`config.mk`:
```
export PLATFORM = sky130hd
export DESIGN_NAME = ddc_dual_dac_ctrl
export DESIGN_NICKNAME = d
export VERILOG_FILES = /design/src/rtl/ddc_channel.v /design/src/rtl/ddc_dual_dac_ctrl.v
export VERILOG_INCLUDE_DIRS = /design/src /design/src/include
export SDC_FILE = /design/constraint.sdc
export NUM_CORES = 1
export LEC_CHECK = 0
export BUFFER_PORTS_ARGS = -buffer_cell sky130_fd_sc_hd__buf_2
export CORE_UTILIZATION = 48
export CTS_BUF_LIST = sky130_fd_sc_hd__clkbuf_8
export DETAILED_ROUTE_END_ITERATION = 10
export PLACE_DENSITY = 0.79
export SLEW_MARGIN = 20
export SYNTH_ARGS = -nofsm -noshare
export SYNTH_HDL_FRONTEND = slang
export SYNTH_HIERARCHICAL = 1
export SYNTH_SLANG_ARGS = --single-unit
```
`constraint.sdc`:
```
create_clock -name core_clk_in -period 1.75 [get_ports core_clk_in]
set_input_delay 0.175 -clock core_clk_in [delete_from_list [all_inputs] [get_ports core_clk_in]]
set_output_delay 0.175 -clock core_clk_in [all_outputs]
set_load 0.005 [all_outputs]
```
`src/include/ddc_consts.vh`:
```
`ifndef DDC_CONSTS_VH
`define DDC_CONSTS_VH

`define DDC_ADDR_CH0_LOW   8'hF9
`define DDC_ADDR_CH0_HIGH  8'hFA
`define DDC_ADDR_CH1_LOW   8'hFB
`define DDC_ADDR_CH1_HIGH  8'hFC
`define DDC_ADDR_CONTROL   8'hFD

`define DDC_RST_DATA       8'h00
`define DDC_RST_CONTROL    8'h04

`define DDC_BIT_MODE8      7
`define DDC_BIT_SPAN1      6
`define DDC_BIT_SPAN0      5
`define DDC_BIT_NZERO1     4
`define DDC_BIT_NZERO0     3
`define DDC_BIT_SYNC       2
`define DDC_BIT_PWR1       1
`define DDC_BIT_PWR0       0

`define DDC_HIGH_NIBBLE_MSB 3
`define DDC_CODE_ZERO      12'h000
`define DDC_NIBBLE_ZERO    4'h0

`endif

```
`src/rtl/ddc_channel.v`:
```
`timescale 1ns/1ps
`include "ddc_consts.vh"

module ddc_channel
#(
    parameter CODE_W = 12
)
(
    input  wire              core_clk_in,
    input  wire              resetn_in,
    input  wire              mode8_in,
    input  wire              sync_in,
    input  wire              sync_rise_in,
    input  wire              low_wr_in,
    input  wire [7:0]        low_val_in,
    input  wire [7:0]        high_val_in,
    input  wire              nzero_in,
    input  wire              power_in,
    output wire [CODE_W-1:0] code_out,
    output wire              drive_en_out
);

    reg  [CODE_W-1:0] code_reg;
    reg  [CODE_W-1:0] code_next;
    wire [CODE_W-1:0] staged;

    // 8-bit mode uses the low byte only, the high byte is ignored
    assign staged = mode8_in ?
        {`DDC_NIBBLE_ZERO, low_val_in} :
        {high_val_in[`DDC_HIGH_NIBBLE_MSB:0], low_val_in};

    always @*
    begin
        code_next = code_reg;
        if (sync_in && low_wr_in)
            code_next = staged;
        else if (sync_rise_in)
            code_next = staged;
    end

    always @(posedge core_clk_in)
    begin
        if (!resetn_in)
            code_reg <= `DDC_CODE_ZERO;
        else
            code_reg <= code_next;
    end

    assign code_out     = nzero_in ? code_reg : `DDC_CODE_ZERO;
    assign drive_en_out = power_in;

endmodule

```
`src/rtl/ddc_dual_dac_ctrl.v`:
```
`timescale 1ns/1ps
`include "ddc_consts.vh"

module ddc_dual_dac_ctrl
#(
    parameter CODE_W = 12
)
(
    input  wire              core_clk_in,
    input  wire              resetn_in,
    input  wire [7:0]        sfr_addr_in,
    input  wire              sfr_wr_in,
    input  wire [7:0]        sfr_wdata_in,
    input  wire              sfr_rd_in,
    output wire [7:0]        sfr_rdata_out,
    output wire              sfr_hit_out,
    output wire [CODE_W-1:0] ch0_code_out,
    output wire [CODE_W-1:0] ch1_code_out,
    output wire              ch0_span_supply_out,
    output wire              ch1_span_supply_out,
    output wire              ch0_drive_en_out,
    output wire              ch1_drive_en_out,
    output wire              mode8_out
);

    // register file state and next values
    reg  [7:0] ctrl_reg;
    reg  [7:0] ctrl_next;
    reg  [7:0] ch0_low_reg;
    reg  [7:0] ch0_low_next;
    reg  [7:0] ch0_high_reg;
    reg  [7:0] ch0_high_next;
    reg  [7:0] ch1_low_reg;
    reg  [7:0] ch1_low_next;
    reg  [7:0] ch1_high_reg;
    reg  [7:0] ch1_high_next;
    reg  [7:0] rdata_reg;
    reg  [7:0] rdata_next;

    // address decode and write strobes
    wire       sel_ctrl;
    wire       sel_ch0_low;
    wire       sel_ch0_high;
    wire       sel_ch1_low;
    wire       sel_ch1_high;
    wire       wr_ctrl;
    wire       wr_ch0_low;
    wire       wr_ch0_high;
    wire       wr_ch1_low;
    wire       wr_ch1_high;

    // control fields
    wire       mode8;
    wire       span_sel1;
    wire       span_sel0;
    wire       nzero1;
    wire       nzero0;
    wire       sync_on;
    wire       sync_req;
    wire       sync_rise;
    wire       power1;
    wire       power0;

    // data handed to the channels
    wire [7:0] ch0_low_stage;
    wire [7:0] ch0_high_stage;
    wire [7:0] ch1_low_stage;
    wire [7:0] ch1_high_stage;

    // one select per mapped address
    assign sel_ctrl     = (sfr_addr_in == `DDC_ADDR_CONTROL);
    assign sel_ch0_low  = (sfr_addr_in == `DDC_ADDR_CH0_LOW);
    assign sel_ch0_high = (sfr_addr_in == `DDC_ADDR_CH0_HIGH);
    assign sel_ch1_low  = (sfr_addr_in == `DDC_ADDR_CH1_LOW);
    assign sel_ch1_high = (sfr_addr_in == `DDC_ADDR_CH1_HIGH);

    // write strobes
    assign wr_ctrl      = sfr_wr_in && sel_ctrl;
    assign wr_ch0_low   = sfr_wr_in && sel_ch0_low;
    assign wr_ch0_high  = sfr_wr_in && sel_ch0_high;
    assign wr_ch1_low   = sfr_wr_in && sel_ch1_low;
    assign wr_ch1_high  = sfr_wr_in && sel_ch1_high;

    // any mapped address
    assign sfr_hit_out = (sfr_addr_in >= `DDC_ADDR_CH0_LOW) &&
                         (sfr_addr_in <= `DDC_ADDR_CONTROL);

    assign mode8     = ctrl_reg[`DDC_BIT_MODE8];
    assign span_sel1 = ctrl_reg[`DDC_BIT_SPAN1];
    assign span_sel0 = ctrl_reg[`DDC_BIT_SPAN0];
    assign nzero1    = ctrl_reg[`DDC_BIT_NZERO1];
    assign nzero0    = ctrl_reg[`DDC_BIT_NZERO0];
    assign sync_on   = ctrl_reg[`DDC_BIT_SYNC];
    assign power1    = ctrl_reg[`DDC_BIT_PWR1];
    assign power0    = ctrl_reg[`DDC_BIT_PWR0];

    // 0 to 1 edge of the sync bit caused by a control write
    assign sync_req  = sfr_wdata_in[`DDC_BIT_SYNC];
    assign sync_rise = wr_ctrl && !sync_on && sync_req;

    // control register
    always @*
    begin
        ctrl_next = ctrl_reg;
        if (wr_ctrl)
        begin
            ctrl_next = sfr_wdata_in;
        end
    end

    always @(posedge core_clk_in)
    begin
        if (!resetn_in)
        begin
            ctrl_reg <= `DDC_RST_CONTROL;
        end
        else
        begin
            ctrl_reg <= ctrl_next;
        end
    end

    // channel 0 low data register
    always @*
    begin
        ch0_low_next = ch0_low_reg;
        if (wr_ch0_low)
        begin
            ch0_low_next = sfr_wdata_in;
        end
    end

    always @(posedge core_clk_in)
    begin
        if (!resetn_in)
        begin
            ch0_low_reg <= `DDC_RST_DATA;
        end
        else
        begin
            ch0_low_reg <= ch0_low_next;
        end
    end

    // channel 0 high data register
    always @*
    begin
        ch0_high_next = ch0_high_reg;
        if (wr_ch0_high)
        begin
            ch0_high_next = sfr_wdata_in;
        end
    end

    always @(posedge core_clk_in)
    begin
        if (!resetn_in)
        begin
            ch0_high_reg <= `DDC_RST_DATA;
        end
        else
        begin
            ch0_high_reg <= ch0_high_next;
        end
    end

    // channel 1 low data register
    always @*
    begin
        ch1_low_next = ch1_low_reg;
        if (wr_ch1_low)
        begin
            ch1_low_next = sfr_wdata_in;
        end
    end

    always @(posedge core_clk_in)
    begin
        if (!resetn_in)
        begin
            ch1_low_reg <= `DDC_RST_DATA;
        end
        else
        begin
            ch1_low_reg <= ch1_low_next;
        end
    end

    // channel 1 high data register
    always @*
    begin
        ch1_high_next = ch1_high_reg;
        if (wr_ch1_high)
        begin
            ch1_high_next = sfr_wdata_in;
        end
    end

    always @(posedge core_clk_in)
    begin
        if (!resetn_in)
        begin
            ch1_high_reg <= `DDC_RST_DATA;
        end
        else
        begin
            ch1_high_reg <= ch1_high_next;
        end
    end

    // read data, mapped addresses return the register contents, unmapped addresses return zero
    always @*
    begin
        rdata_next = rdata_reg;
        if (sfr_rd_in)
        begin
            case (sfr_addr_in)
                `DDC_ADDR_CH0_LOW:  rdata_next = ch0_low_reg;
                `DDC_ADDR_CH0_HIGH: rdata_next = ch0_high_reg;
                `DDC_ADDR_CH1_LOW:  rdata_next = ch1_low_reg;
                `DDC_ADDR_CH1_HIGH: rdata_next = ch1_high_reg;
                `DDC_ADDR_CONTROL:  rdata_next = ctrl_reg;
                default:            rdata_next = `DDC_RST_DATA;
            endcase
        end
    end

    // read data holds until the next read
    always @(posedge core_clk_in)
    begin
        if (!resetn_in)
        begin
            rdata_reg <= `DDC_RST_DATA;
        end
        else
        begin
            rdata_reg <= rdata_next;
        end
    end

    // data staged from the next register values so a low write while sync
    // is set loads the byte being written; high written before low is assumed
    assign ch0_low_stage  = ch0_low_next;
    assign ch0_high_stage = ch0_high_next;
    assign ch1_low_stage  = ch1_low_next;
    assign ch1_high_stage = ch1_high_next;

    // read data output and control fields steering the analog side
    assign sfr_rdata_out       = rdata_reg;
    assign mode8_out           = mode8;
    assign ch1_span_supply_out = span_sel1;
    assign ch0_span_supply_out = span_sel0;

    ddc_channel #(
        .CODE_W       (CODE_W)
    ) u_ch0 (
        .core_clk_in  (core_clk_in),
        .resetn_in    (resetn_in),
        .mode8_in     (mode8),
        .sync_in      (sync_on),
        .sync_rise_in (sync_rise),
        .low_wr_in    (wr_ch0_low),
        .low_val_in   (ch0_low_stage),
        .high_val_in  (ch0_high_stage),
        .nzero_in     (nzero0),
        .power_in     (power0),
        .code_out     (ch0_code_out),
        .drive_en_out (ch0_drive_en_out)
    );

    ddc_channel #(
        .CODE_W       (CODE_W)
    ) u_ch1 (
        .core_clk_in  (core_clk_in),
        .resetn_in    (resetn_in),
        .mode8_in     (mode8),
        .sync_in      (sync_on),
        .sync_rise_in (sync_rise),
        .low_wr_in    (wr_ch1_low),
        .low_val_in   (ch1_low_stage),
        .high_val_in  (ch1_high_stage),
        .nzero_in     (nzero1),
        .power_in     (power1),
        .code_out     (ch1_code_out),
        .drive_en_out (ch1_drive_en_out)
    );

endmodule
```
==> impl_metrics.json, run 1 <==
{
  "crit_path_end_kind": "output port",
  "maxSlewViolCount": 0,
  "placeableCoreArea_um2": 7210,
  "syn_area_um2": 3560,
  "area_growth_pct": 16.9,
  "min_period_over_period_pct": 82.1,
  "yosys_warnings": 6,
  "grt_pass1_wl_mm": 12.6,
  "drtAntennaViolNets": 0,
  "drt_first_pass_iters": 5,
  "avgSynthCellArea_um2": 9.95,
  "cts_inserted_buffers": 9,
  "finalSetupTns_ns": 0,
  "die_w_um": 88.2,
  "gr-total-overflow": 0,
  "dp_cells": 503,
  "grt_max_degree": 98,
  "cts.sinks": 72,
  "critPathLaunchType": "flop",
  "grt_pass1_vias": 2501,
  "critPathMaxStageDelay_ns": 0.58,
  "vdd_drop_max_v": 0.000476,
  "cts_hold_buf": 0,
  "ys_ff_latch": 72,
  "post_cts.repair.setup_buffers": 0,
  "grt_setup_unrepaired": "no",
  "cp.required_ns": 1.57,
  "synthDistinctLibCells": 37,
  "worstSetupPathType": "reg -> out",
  "cts_resized": 0,
  "skew_ns": 0.0115,
  "antenna_cells": 0,
  "drt-initial-drc-count": 148,
  "dieArea_um2": 7770,
  "met2_length_mm": 3.62,
  "port_buffers": 57,
  "initial_utilization_pct": 49.4,
  "arrival_ns": 1.26,
  "hold_viol_final": 0,
  "via_per_inst": 5.21,
  "min_period_ns": 1.44,
  "powerDensity_nw_per_um2": 778,
  "worst_pin_slew_ns": 0.418,
  "fmax_mhz": 696,
  "die_height_um": 88.2,
  "place_congestion": 0.798,
  "fin_cells": 519,
  "core.rowCount": 31,
  "synth_fp_nets": 378,
  "num_io_pins": 58,
  "syn_inst": 358,
  "final-setup-viol-count": 0,
  "drive_above_1_share_pct": 30.5,
  "status": "finished clean",
  "drc": 0,
  "drt_wl_total_mm": 8.03,
  "maxCapViolCount": 0,
  "crit_chain": "and2_1 -> buf_2",
  "top_layer_used": "met4",
  "cts-root-buf": "clkbuf_8",
  "cts_buffer_depth": 2,
  "hpwl_mm": 5.53,
  "clk-insertion-delay-late_ns": 0.35,
  "path_delay_family": "flip-flops",
  "relSlewSlack_pct": 72.1,
  "vias": 2705,
  "drt-met1-wl_mm": 3.68,
  "nets": 435,
  "critical_path_buf_inv_count": 1,
  "worst_hold_path_type": "in -> reg",
  "grt_usage_pct": 21.6,
  "cts_tree": "built",
  "wl_met3_um": 557,
  "yosysSeqAreaShare_pct": 40.4,
  "cp_max_fo": 14,
  "slowest_stage": "dfxtp_1",
  "leakagePower_uw": 0.00199,
  "h-tree-depth": 3,
  "antenna_found_initial": 0,
  "path_clk_slew_ns": 0.07,
  "avgRoutedWirePerCell_um": 15.5
}
-- metal layers --
| metal | GRT usage (%) | up-vias |
|---|---|---|
| met5 | 0 | - |
| met4 | 8.94 | 0 |
| met3 | 6.22 | 19 |
| met2 | 33.6 | 96 |
| met1 | 28.2 | 1248 |
| li1 | - | 1342 |
-- metrics by stage --
stage               hold slack, ns  cell area (um2)  total power (uW)  setup WS (ns)  utilization, %
CTS                          0.176             4170              3260          0.305            57.8
global placement             0.446             3950              1850          0.155            54.8
global route                 0.193             4170              3350          0.247            57.8
floorplan                    0.300             3570              1780         0.0875               -
finish                       0.173             4170              3240          0.314            57.8
detailed placement           0.448             3950              1860          0.140            54.8
-- power by group --
group / leakage (uW) / switching (uW) / total [uW] / internal, uW
Clock: 0.000120 / 598 / 1420 / 824
Sequential: 0.000581 / 3.63 / 1650 / 1650
Combinational: 0.00128 / 110 / 170 / 60.2
Total: 0.00199 / 712 / 3240 / 2530
-- cells in the mapped netlist (all sizes together) --
cell / instances / area share (%)
dfxtp: 72 / 40
and2: 57 / 10
nand2: 43 / 4.5
mux2i: 42 / 12
mux2: 37 / 12
a21oi: 15 / 2.7
buf: 14 / 3.8
nand3b: 12 / 2.5
clkbuf: 10 / 1.1
nor2b: 10 / 1.8
o21ai: 7 / 0.98
nor3: 6 / 1.2
nand4: 5 / 1.9
a22o: 4 / 0.98
nor2: 4 / 0.42
nand3: 3 / 0.56
a32oi: 2 / 0.49
and3: 2 / 0.35
nor3b: 2 / 0.42
o22ai: 2 / 0.35
a211oi: 1 / 0.21
a31oi: 1 / 0.18
and3b: 1 / 0.25
and4: 1 / 0.25
and4bb: 1 / 0.35
inv: 1 / 0.11
nand2b: 1 / 0.18
nor4bb: 1 / 0.28
o31a: 1 / 0.25
-- cells in the final DEF (no fill, tap or decap), types with 5 or more instances in the layout --
cell	n
dfxtp_1	72
and2_1	57
buf_2	57
nand2_1	43
mux2i_1	42
mux2_2	37
a21oi_1	13
nand3b_1	12
nor2b_1	10
clkbuf_8	10
buf_4	9
o21ai_0	7
nor3_1	5
-- worst paths after layout --
check | from | end | slack [ns] | depth (start not counted)
max | ctrl_reg[3]$_SDFFE_PN0P_ | ch0_code_out[9] | 0.31 | 2
min | sfr_wdata_in[6] | ctrl_reg[6]$_SDFFE_PN0P_ | 0.17 | 3
max reg2reg | ctrl_reg[7]$_SDFFE_PN0P_ | sfr_rdata_out[7]$_SDFFE_PN0P_ | 0.46 | 4
min reg2reg | u_ch0/code_reg[1]$_SDFFE_PN0P_ | u_ch0/code_reg[1]$_SDFFE_PN0P_ | 0.46 | 2
-- area by class of cell --
class,count,area [um2]
fillers,638,3050
multi-input cells,261,1950
flip-flops and latches,72,1440
repair buffers,70,433
clock buffers,10,138
well taps,99,124
clock inverters,6,76.3
inverters,1,3.75
-- worst min-delay path: cells and delay by family --
| kind | cells | cell delay (ns) |
|---|---|---|
| mux | 1 | 0.08 |
| simple gates | 1 | 0.09 |
| buf+inv | 1 | 0.14 |
-- cells by family after synthesis --
family,share of synthesized area (%)
AOI/OAI and AO/OA,6.18
DFF,40.4
muxes,23.5
buffers and inverters,4.95
and+or+nand+nor,24.9
Power figures use the tool's default switching activity.
==> run 2: changes to the inputs <==
--- a/config.mk
+++ b/config.mk
@@ -10,7 +10,7 @@
 export CORE_UTILIZATION = 48
 export CTS_BUF_LIST = sky130_fd_sc_hd__clkbuf_8
 export DETAILED_ROUTE_END_ITERATION = 10
-export PLACE_DENSITY = 0.79
+export PLACE_DENSITY = 0.77
 export SLEW_MARGIN = 20
 export SYNTH_ARGS = -nofsm -noshare
 export SYNTH_HDL_FRONTEND = slang
==> constraint.sdc (replaced) <==
create_clock -name core_clk_in -period 1.4 [get_ports core_clk_in]
set_input_delay 0.14 -clock core_clk_in [delete_from_list [all_inputs] [get_ports core_clk_in]]
set_output_delay 0.14 -clock core_clk_in [all_outputs]
set_load 0.005 [all_outputs]
==> run 2 against run 1 <==
Worst hold slack worse by 0.045 ns. Sequential power up 25%. Core utilization up 1.9 points. Power is 28% higher. Sequential share of layout area is 1.1 points lower. First-iteration DRC count is 1.4% lower. Count of clock-buffer cells in the layout fell by 1. Via count is 3.5% higher. Global-route usage up 0.72 points. Die area unchanged. Combinational power increased by 44%. Non-clock buffer count up 15. Critical endpoint is now sfr_hit_out. Largest cell class unchanged.
==> impl_metrics.json, run 2 (same netlist as run 1, synthesis figures left out) <==
{
  "critical_path_buf_inv_count": 5,
  "cp.required_ns": 1.26,
  "initial_utilization_pct": 49.4,
  "hold_viol_final": 0,
  "critPathLaunch": "sfr_addr_in[0]",
  "path_clk_slew_ns": 0.07,
  "cts-root-buf": "clkbuf_8",
  "final.setup.worst_slack_ns": 0.0903,
  "crit_path_end_kind": "output port",
  "antenna_cells": 0,
  "multi_input_area_um2": 1970,
  "crit_chain": "buf_2 -> buf_4 -> buf_6 -> buf_4 -> nor3_4 -> a21oi_1 -> and3_1 -> buf_2",
  "place_area_um2": 4070,
  "antenna_found_initial": 0,
  "cp_max_fo": 8,
  "drt_first_pass_iters": 4,
  "nets": 450,
  "core.rowCount": 31,
  "post_cts.repair.setup_buffers": 0,
  "cts.sinks": 72,
  "gr-total-overflow": 0,
  "grt_usage_pct": 22.4,
  "num_io_pins": 58,
  "powerDensity_nw_per_um2": 960,
  "critPathLaunchType": "primary input",
  "drt-initial-drc-count": 146,
  "final_common_cell": "dfxtp_1",
  "fill_cells": 646,
  "cts_buffer_depth": 2,
  "cts_tree": "built",
  "drt_wl_total_mm": 8.15,
  "arrival_ns": 1.17,
  "dp_cells": 518,
  "vdd_drop_max_v": 0.000493,
  "slowest_stage": "buf_4",
  "maxCapViolCount": 0,
  "register_area_um2": 1440,
  "dieArea_um2": 7770,
  "worstSetupPathType": "in -> out",
  "place_congestion": 0.853,
  "fin_cells": 534,
  "place_ws_ns": -0.175,
  "grt_max_degree": 98,
  "port_buffers": 57,
  "grt_pass1_wl_mm": 12.9,
  "final_cell_mix": "71 x dfxtp_1, 57 x and2_1, 57 x buf_2",
  "min_period_over_period_pct": 93.5,
  "path_delay_family": "buffers and inverters",
  "min_period_ns": 1.31,
  "status": "finished clean",
  "die_w_um": 88.2,
  "avgRoutedWirePerCell_um": 15.3,
  "leakagePower_uw": 0.00206,
  "via_per_inst": 5.24,
  "vias": 2800,
  "h-tree-depth": 3,
  "grt_setup_unrepaired": "no",
  "relSlewSlack_pct": 77.8,
  "min_from": "sfr_wdata_in[5]",
  "worst_hold_path_type": "in -> reg",
  "maxSlewViolCount": 0,
  "area_growth_pct": 20.9,
  "critPathMaxStageDelay_ns": 0.17,
  "final_area_um2": 4310,
  "drive_above_1_share_pct": 34.0,
  "cts_inserted_buffers": 9,
  "placeableCoreArea_um2": 7210,
  "worst_pin_slew_ns": 0.332,
  "final-setup-viol-count": 0,
  "fmax_mhz": 764,
  "drc": 0,
  "power_uw": 4140,
  "skew_ns": 0.00675,
  "drtAntennaViolNets": 0,
  "hpwl_mm": 5.72,
  "die_height_um": 88.2,
  "timing.rr.start": "ch1_low_reg[3]$_SDFF_PN0_",
  "clk-insertion-delay-late_ns": 0.35,
  "grt_pass1_vias": 2567,
  "utilization_pct": 59.7
}
run 2: cell type report:
class                   count  share of cell area, %
flip-flops and latches     72                   33.5
multi-input cells         261                   45.7
clock buffers               9                   2.88
clock inverters             7                   2.21
inverters                   1                 0.0872
well taps                  99                   2.88
repair buffers             85                   12.8
run 2: power breakdown:
| group | switching, uW | total, uW | internal (uW) |
|---|---|---|---|
| clock network | 827 | 1830 | 1010 |
| logic | 145 | 244 | 98.9 |
| registers | 3.98 | 2060 | 2060 |
| total | 976 | 4140 | 3160 |
run 2: worst register-to-register path, cell delays in order (launching register included):
cell	delay, ns
dfxtp_1	0.31
mux2_2	0.27
a22o_1	0.20
a21oi_1	0.21
a21oi_1	0.10
run 2: metal layers:
metal / GRT usage (%) / up-vias / wire (um)
li1: - / 1376 / -
met1: 29.3 / 1338 / 3940
met2: 34.7 / 72 / 3700
met3: 5.84 / 14 / 330
met4: 9.68 / 0 / 172
met5: 0 / - / 0
run 2: metrics by stage:
stage | setup TNS [ns] | hold WS (ns)
after global placement | -4.07 | 0.446
after detailed placement | -6.11 | 0.449
final | 0 | 0.128
after CTS | 0 | 0.108
after floorplan | -1.18 | 0.265
after global routing | 0 | 0.125
run 2: path summary, 6_finish.rpt:
path | endpoint | slack (ns) | depth (start not counted)
hold reg to reg | u_ch0/code_reg[4]$_SDFFE_PN0P_ | 0.46 | 2
hold / removal | ctrl_reg[5]$_SDFFE_PN0P_ | 0.13 | 3
setup reg to reg | sfr_rdata_out[3]$_SDFFE_PN0P_ | 0.20 | 4
setup / recovery | sfr_hit_out | 0.09 | 8
run 2: what timing repair did:
action / CTS / global route
hold buffers: 0 / 0
endpoints found under the setup margin: 0 / 13
gates resized for setup: 0 / 4
==> run 3: changes to the inputs <==
--- a/config.mk
+++ b/config.mk
@@ -7,10 +7,12 @@
 export NUM_CORES = 1
 export LEC_CHECK = 0
 export BUFFER_PORTS_ARGS = -buffer_cell sky130_fd_sc_hd__buf_2
-export CORE_UTILIZATION = 48
+export CELL_PAD_IN_SITES_DETAIL_PLACEMENT = 1
+export CELL_PAD_IN_SITES_GLOBAL_PLACEMENT = 1
+export CORE_UTILIZATION = 45
 export CTS_BUF_LIST = sky130_fd_sc_hd__clkbuf_8
 export DETAILED_ROUTE_END_ITERATION = 10
-export PLACE_DENSITY = 0.77
+export PLACE_DENSITY = 0.89
 export SLEW_MARGIN = 20
 export SYNTH_ARGS = -nofsm -noshare
 export SYNTH_HDL_FRONTEND = slang
==> run 3 against run 2 <==
Routed wire length is 28% higher. Clock power is 9% higher. Sequential power hardly changed. Largest power group unchanged.
==> impl_metrics.json, run 3 (same netlist as run 1, synthesis figures left out) <==
{
  "status": "finished clean",
  "grt_usage_pct": 26.2,
  "swShare_pct": 23.1,
  "nets": 448,
  "drive_above_1_share_pct": 33.5,
  "vias": 2928,
  "grt_setup_unrepaired": "no",
  "drtAntennaViolNets": 0,
  "placeableCoreArea_um2": 7690,
  "power_frac_clock_pct": 46.2,
  "worstSetupPathType": "reg -> out",
  "seq_power_share_pct": 47.9,
  "pwr-share-comb_pct": 5.9,
  "final_area_um2": 4310,
  "leakagePower_uw": 0.00207,
  "drc": 0,
  "grt_pass1_wl_mm": 16.4,
  "worst_pin_slew_ns": 0.441,
  "skew_ns": 0.00811,
  "maxCapViolCount": 0,
  "grt_pass1_vias": 3099,
  "drt_first_pass_iters": 6,
  "final.setup.worst_slack_ns": 0.116,
  "critPathLaunchType": "flop",
  "die_height_um": 91.0,
  "cts_tree": "built",
  "hold_viol_final": 0,
  "avgRoutedWirePerCell_um": 19.5,
  "cts.sinks": 72,
  "crit_path_end_kind": "output port",
  "initial_utilization_pct": 46.4,
  "clk-insertion-delay-late_ns": 0.35,
  "gr-total-overflow": 0,
  "hpwl_mm": 7.00,
  "place_ws_ns": -0.199,
  "vdd_drop_max_v": 0.000455,
  "core.rowCount": 32,
  "final_common_cell": "dfxtp_1",
  "crit_chain": "buf_4 -> and2_1 -> buf_2",
  "net-switching-power_uw": 993,
  "min_period_ns": 1.28,
  "arrival_ns": 1.14,
  "min_period_over_period_pct": 91.7,
  "relSlewSlack_pct": 70.6,
  "num_io_pins": 58,
  "fmax_mhz": 779,
  "cts_inserted_buffers": 9,
  "antenna_found_initial": 0,
  "powerDensity_nw_per_um2": 997,
  "critPathMaxStageDelay_ns": 0.35,
  "drt_wl_total_mm": 10.4,
  "cts_buffer_depth": 2,
  "cts-root-buf": "clkbuf_8",
  "die_w_um": 91.0,
  "grt_max_degree": 39,
  "dieArea_um2": 8280,
  "cts_hold_buf": 0,
  "place_congestion": 0.806,
  "path_clk_slew_ns": 0.08,
  "worst_hold_path_type": "in -> reg",
  "slowest_stage": "dfxtp_1",
  "post_cts.repair.setup_buffers": 0,
  "place_area_um2": 4070,
  "p_int_uw": 3310,
  "port_buffers": 57,
  "antenna_cells": 0,
  "via_per_inst": 5.47,
  "final_cell_mix": "71 x dfxtp_1, 57 x and2_1, 57 x buf_2",
  "cp_max_fo": 13,
  "final-setup-viol-count": 0,
  "drt-initial-drc-count": 100,
  "h-tree-depth": 3,
  "area_growth_pct": 21.0,
  "maxSlewViolCount": 0,
  "cp.required_ns": 1.26
}
[run 3: changes by cell type in the layout (fill, tap and decap cells not counted)]
cell	change
clkinvlp_4	-1
buf_4	-2
clkinv_4	-1
nor3_4	-1
clkinv_2	-1
clkbuf_8	+3
buf_12	+1
buf_6	-1
nor3_1	+1
[run 3: path summary, 6_finish.rpt]
kind | startpoint | end | slack [ns] | cells past startpoint
worst max-delay path | ctrl_reg[3]$_SDFFE_PN0P_ | ch0_code_out[7] | 0.12 | 3
worst min-delay path | sfr_rd_in | sfr_rdata_out[2]$_SDFFE_PN0P_ | 0.14 | 2
worst max register to register | ch1_low_reg[3]$_SDFF_PN0_ | sfr_rdata_out[3]$_SDFFE_PN0P_ | 0.19 | 4
worst min register to register | u_ch0/code_reg[11]$_SDFFE_PN0P_ | u_ch0/code_reg[11]$_SDFFE_PN0P_ | 0.46 | 2
[run 3: power by group through the flow]
stage	Clock (uW)	Combinational, uW	Sequential, uW
after detailed placement	0	247	2110
after CTS	1990	253	2060
after global placement	0	238	2110
after floorplan	0	122	2110
final	1990	255	2060
after global routing	2070	270	2060
[run 3: layout make-up]
cell class                 count  area, um2
fill                         879       3370
clock buffer                  12        165
inverter                       1       3.75
clock inverter                 4       73.8
tap                          102        128
timing repair buffer          83        543
multi-input combinational    261       1960
sequential                    72       1440
[run 3: through the flow]
step / hold slack, ns / instances / TNS (ns) / utilization, % / power, uW
after floorplan: 0.265 / 358 / -1.18 / - / 2230
after CTS: 0.133 / 535 / 0 / 56.1 / 4300
final: 0.142 / 535 / 0 / 56.1 / 4300
after detailed placement: 0.451 / 519 / -6.00 / 53.0 / 2360
after global placement: 0.446 / 519 / -3.85 / 53.0 / 2350
after global routing: 0.156 / 535 / 0 / 56.1 / 4400
[run 3: metal layers]
metal  share of wire (%)  global-route usage (%)  vias up
met2                  50                    45.5       90
li1                    -                       -     1369
met5                   0                       0        -
met4                 4.0                    14.4        0
met1                  42                    30.5     1437
met3                 3.9                    4.69       32
[run 3: timing repair]
action                                  in CTS  in global routing
resized for setup                            0                  1
hold endpoints to repair                     0                  0
endpoints found under the setup margin       0                 12
[run 3: critical path: cells and delay by family, from the launching register on]
kind	cells	cell delay [ns]
and+or+nand+nor	1	0.14
buffers and inverters	2	0.29
DFF	1	0.35
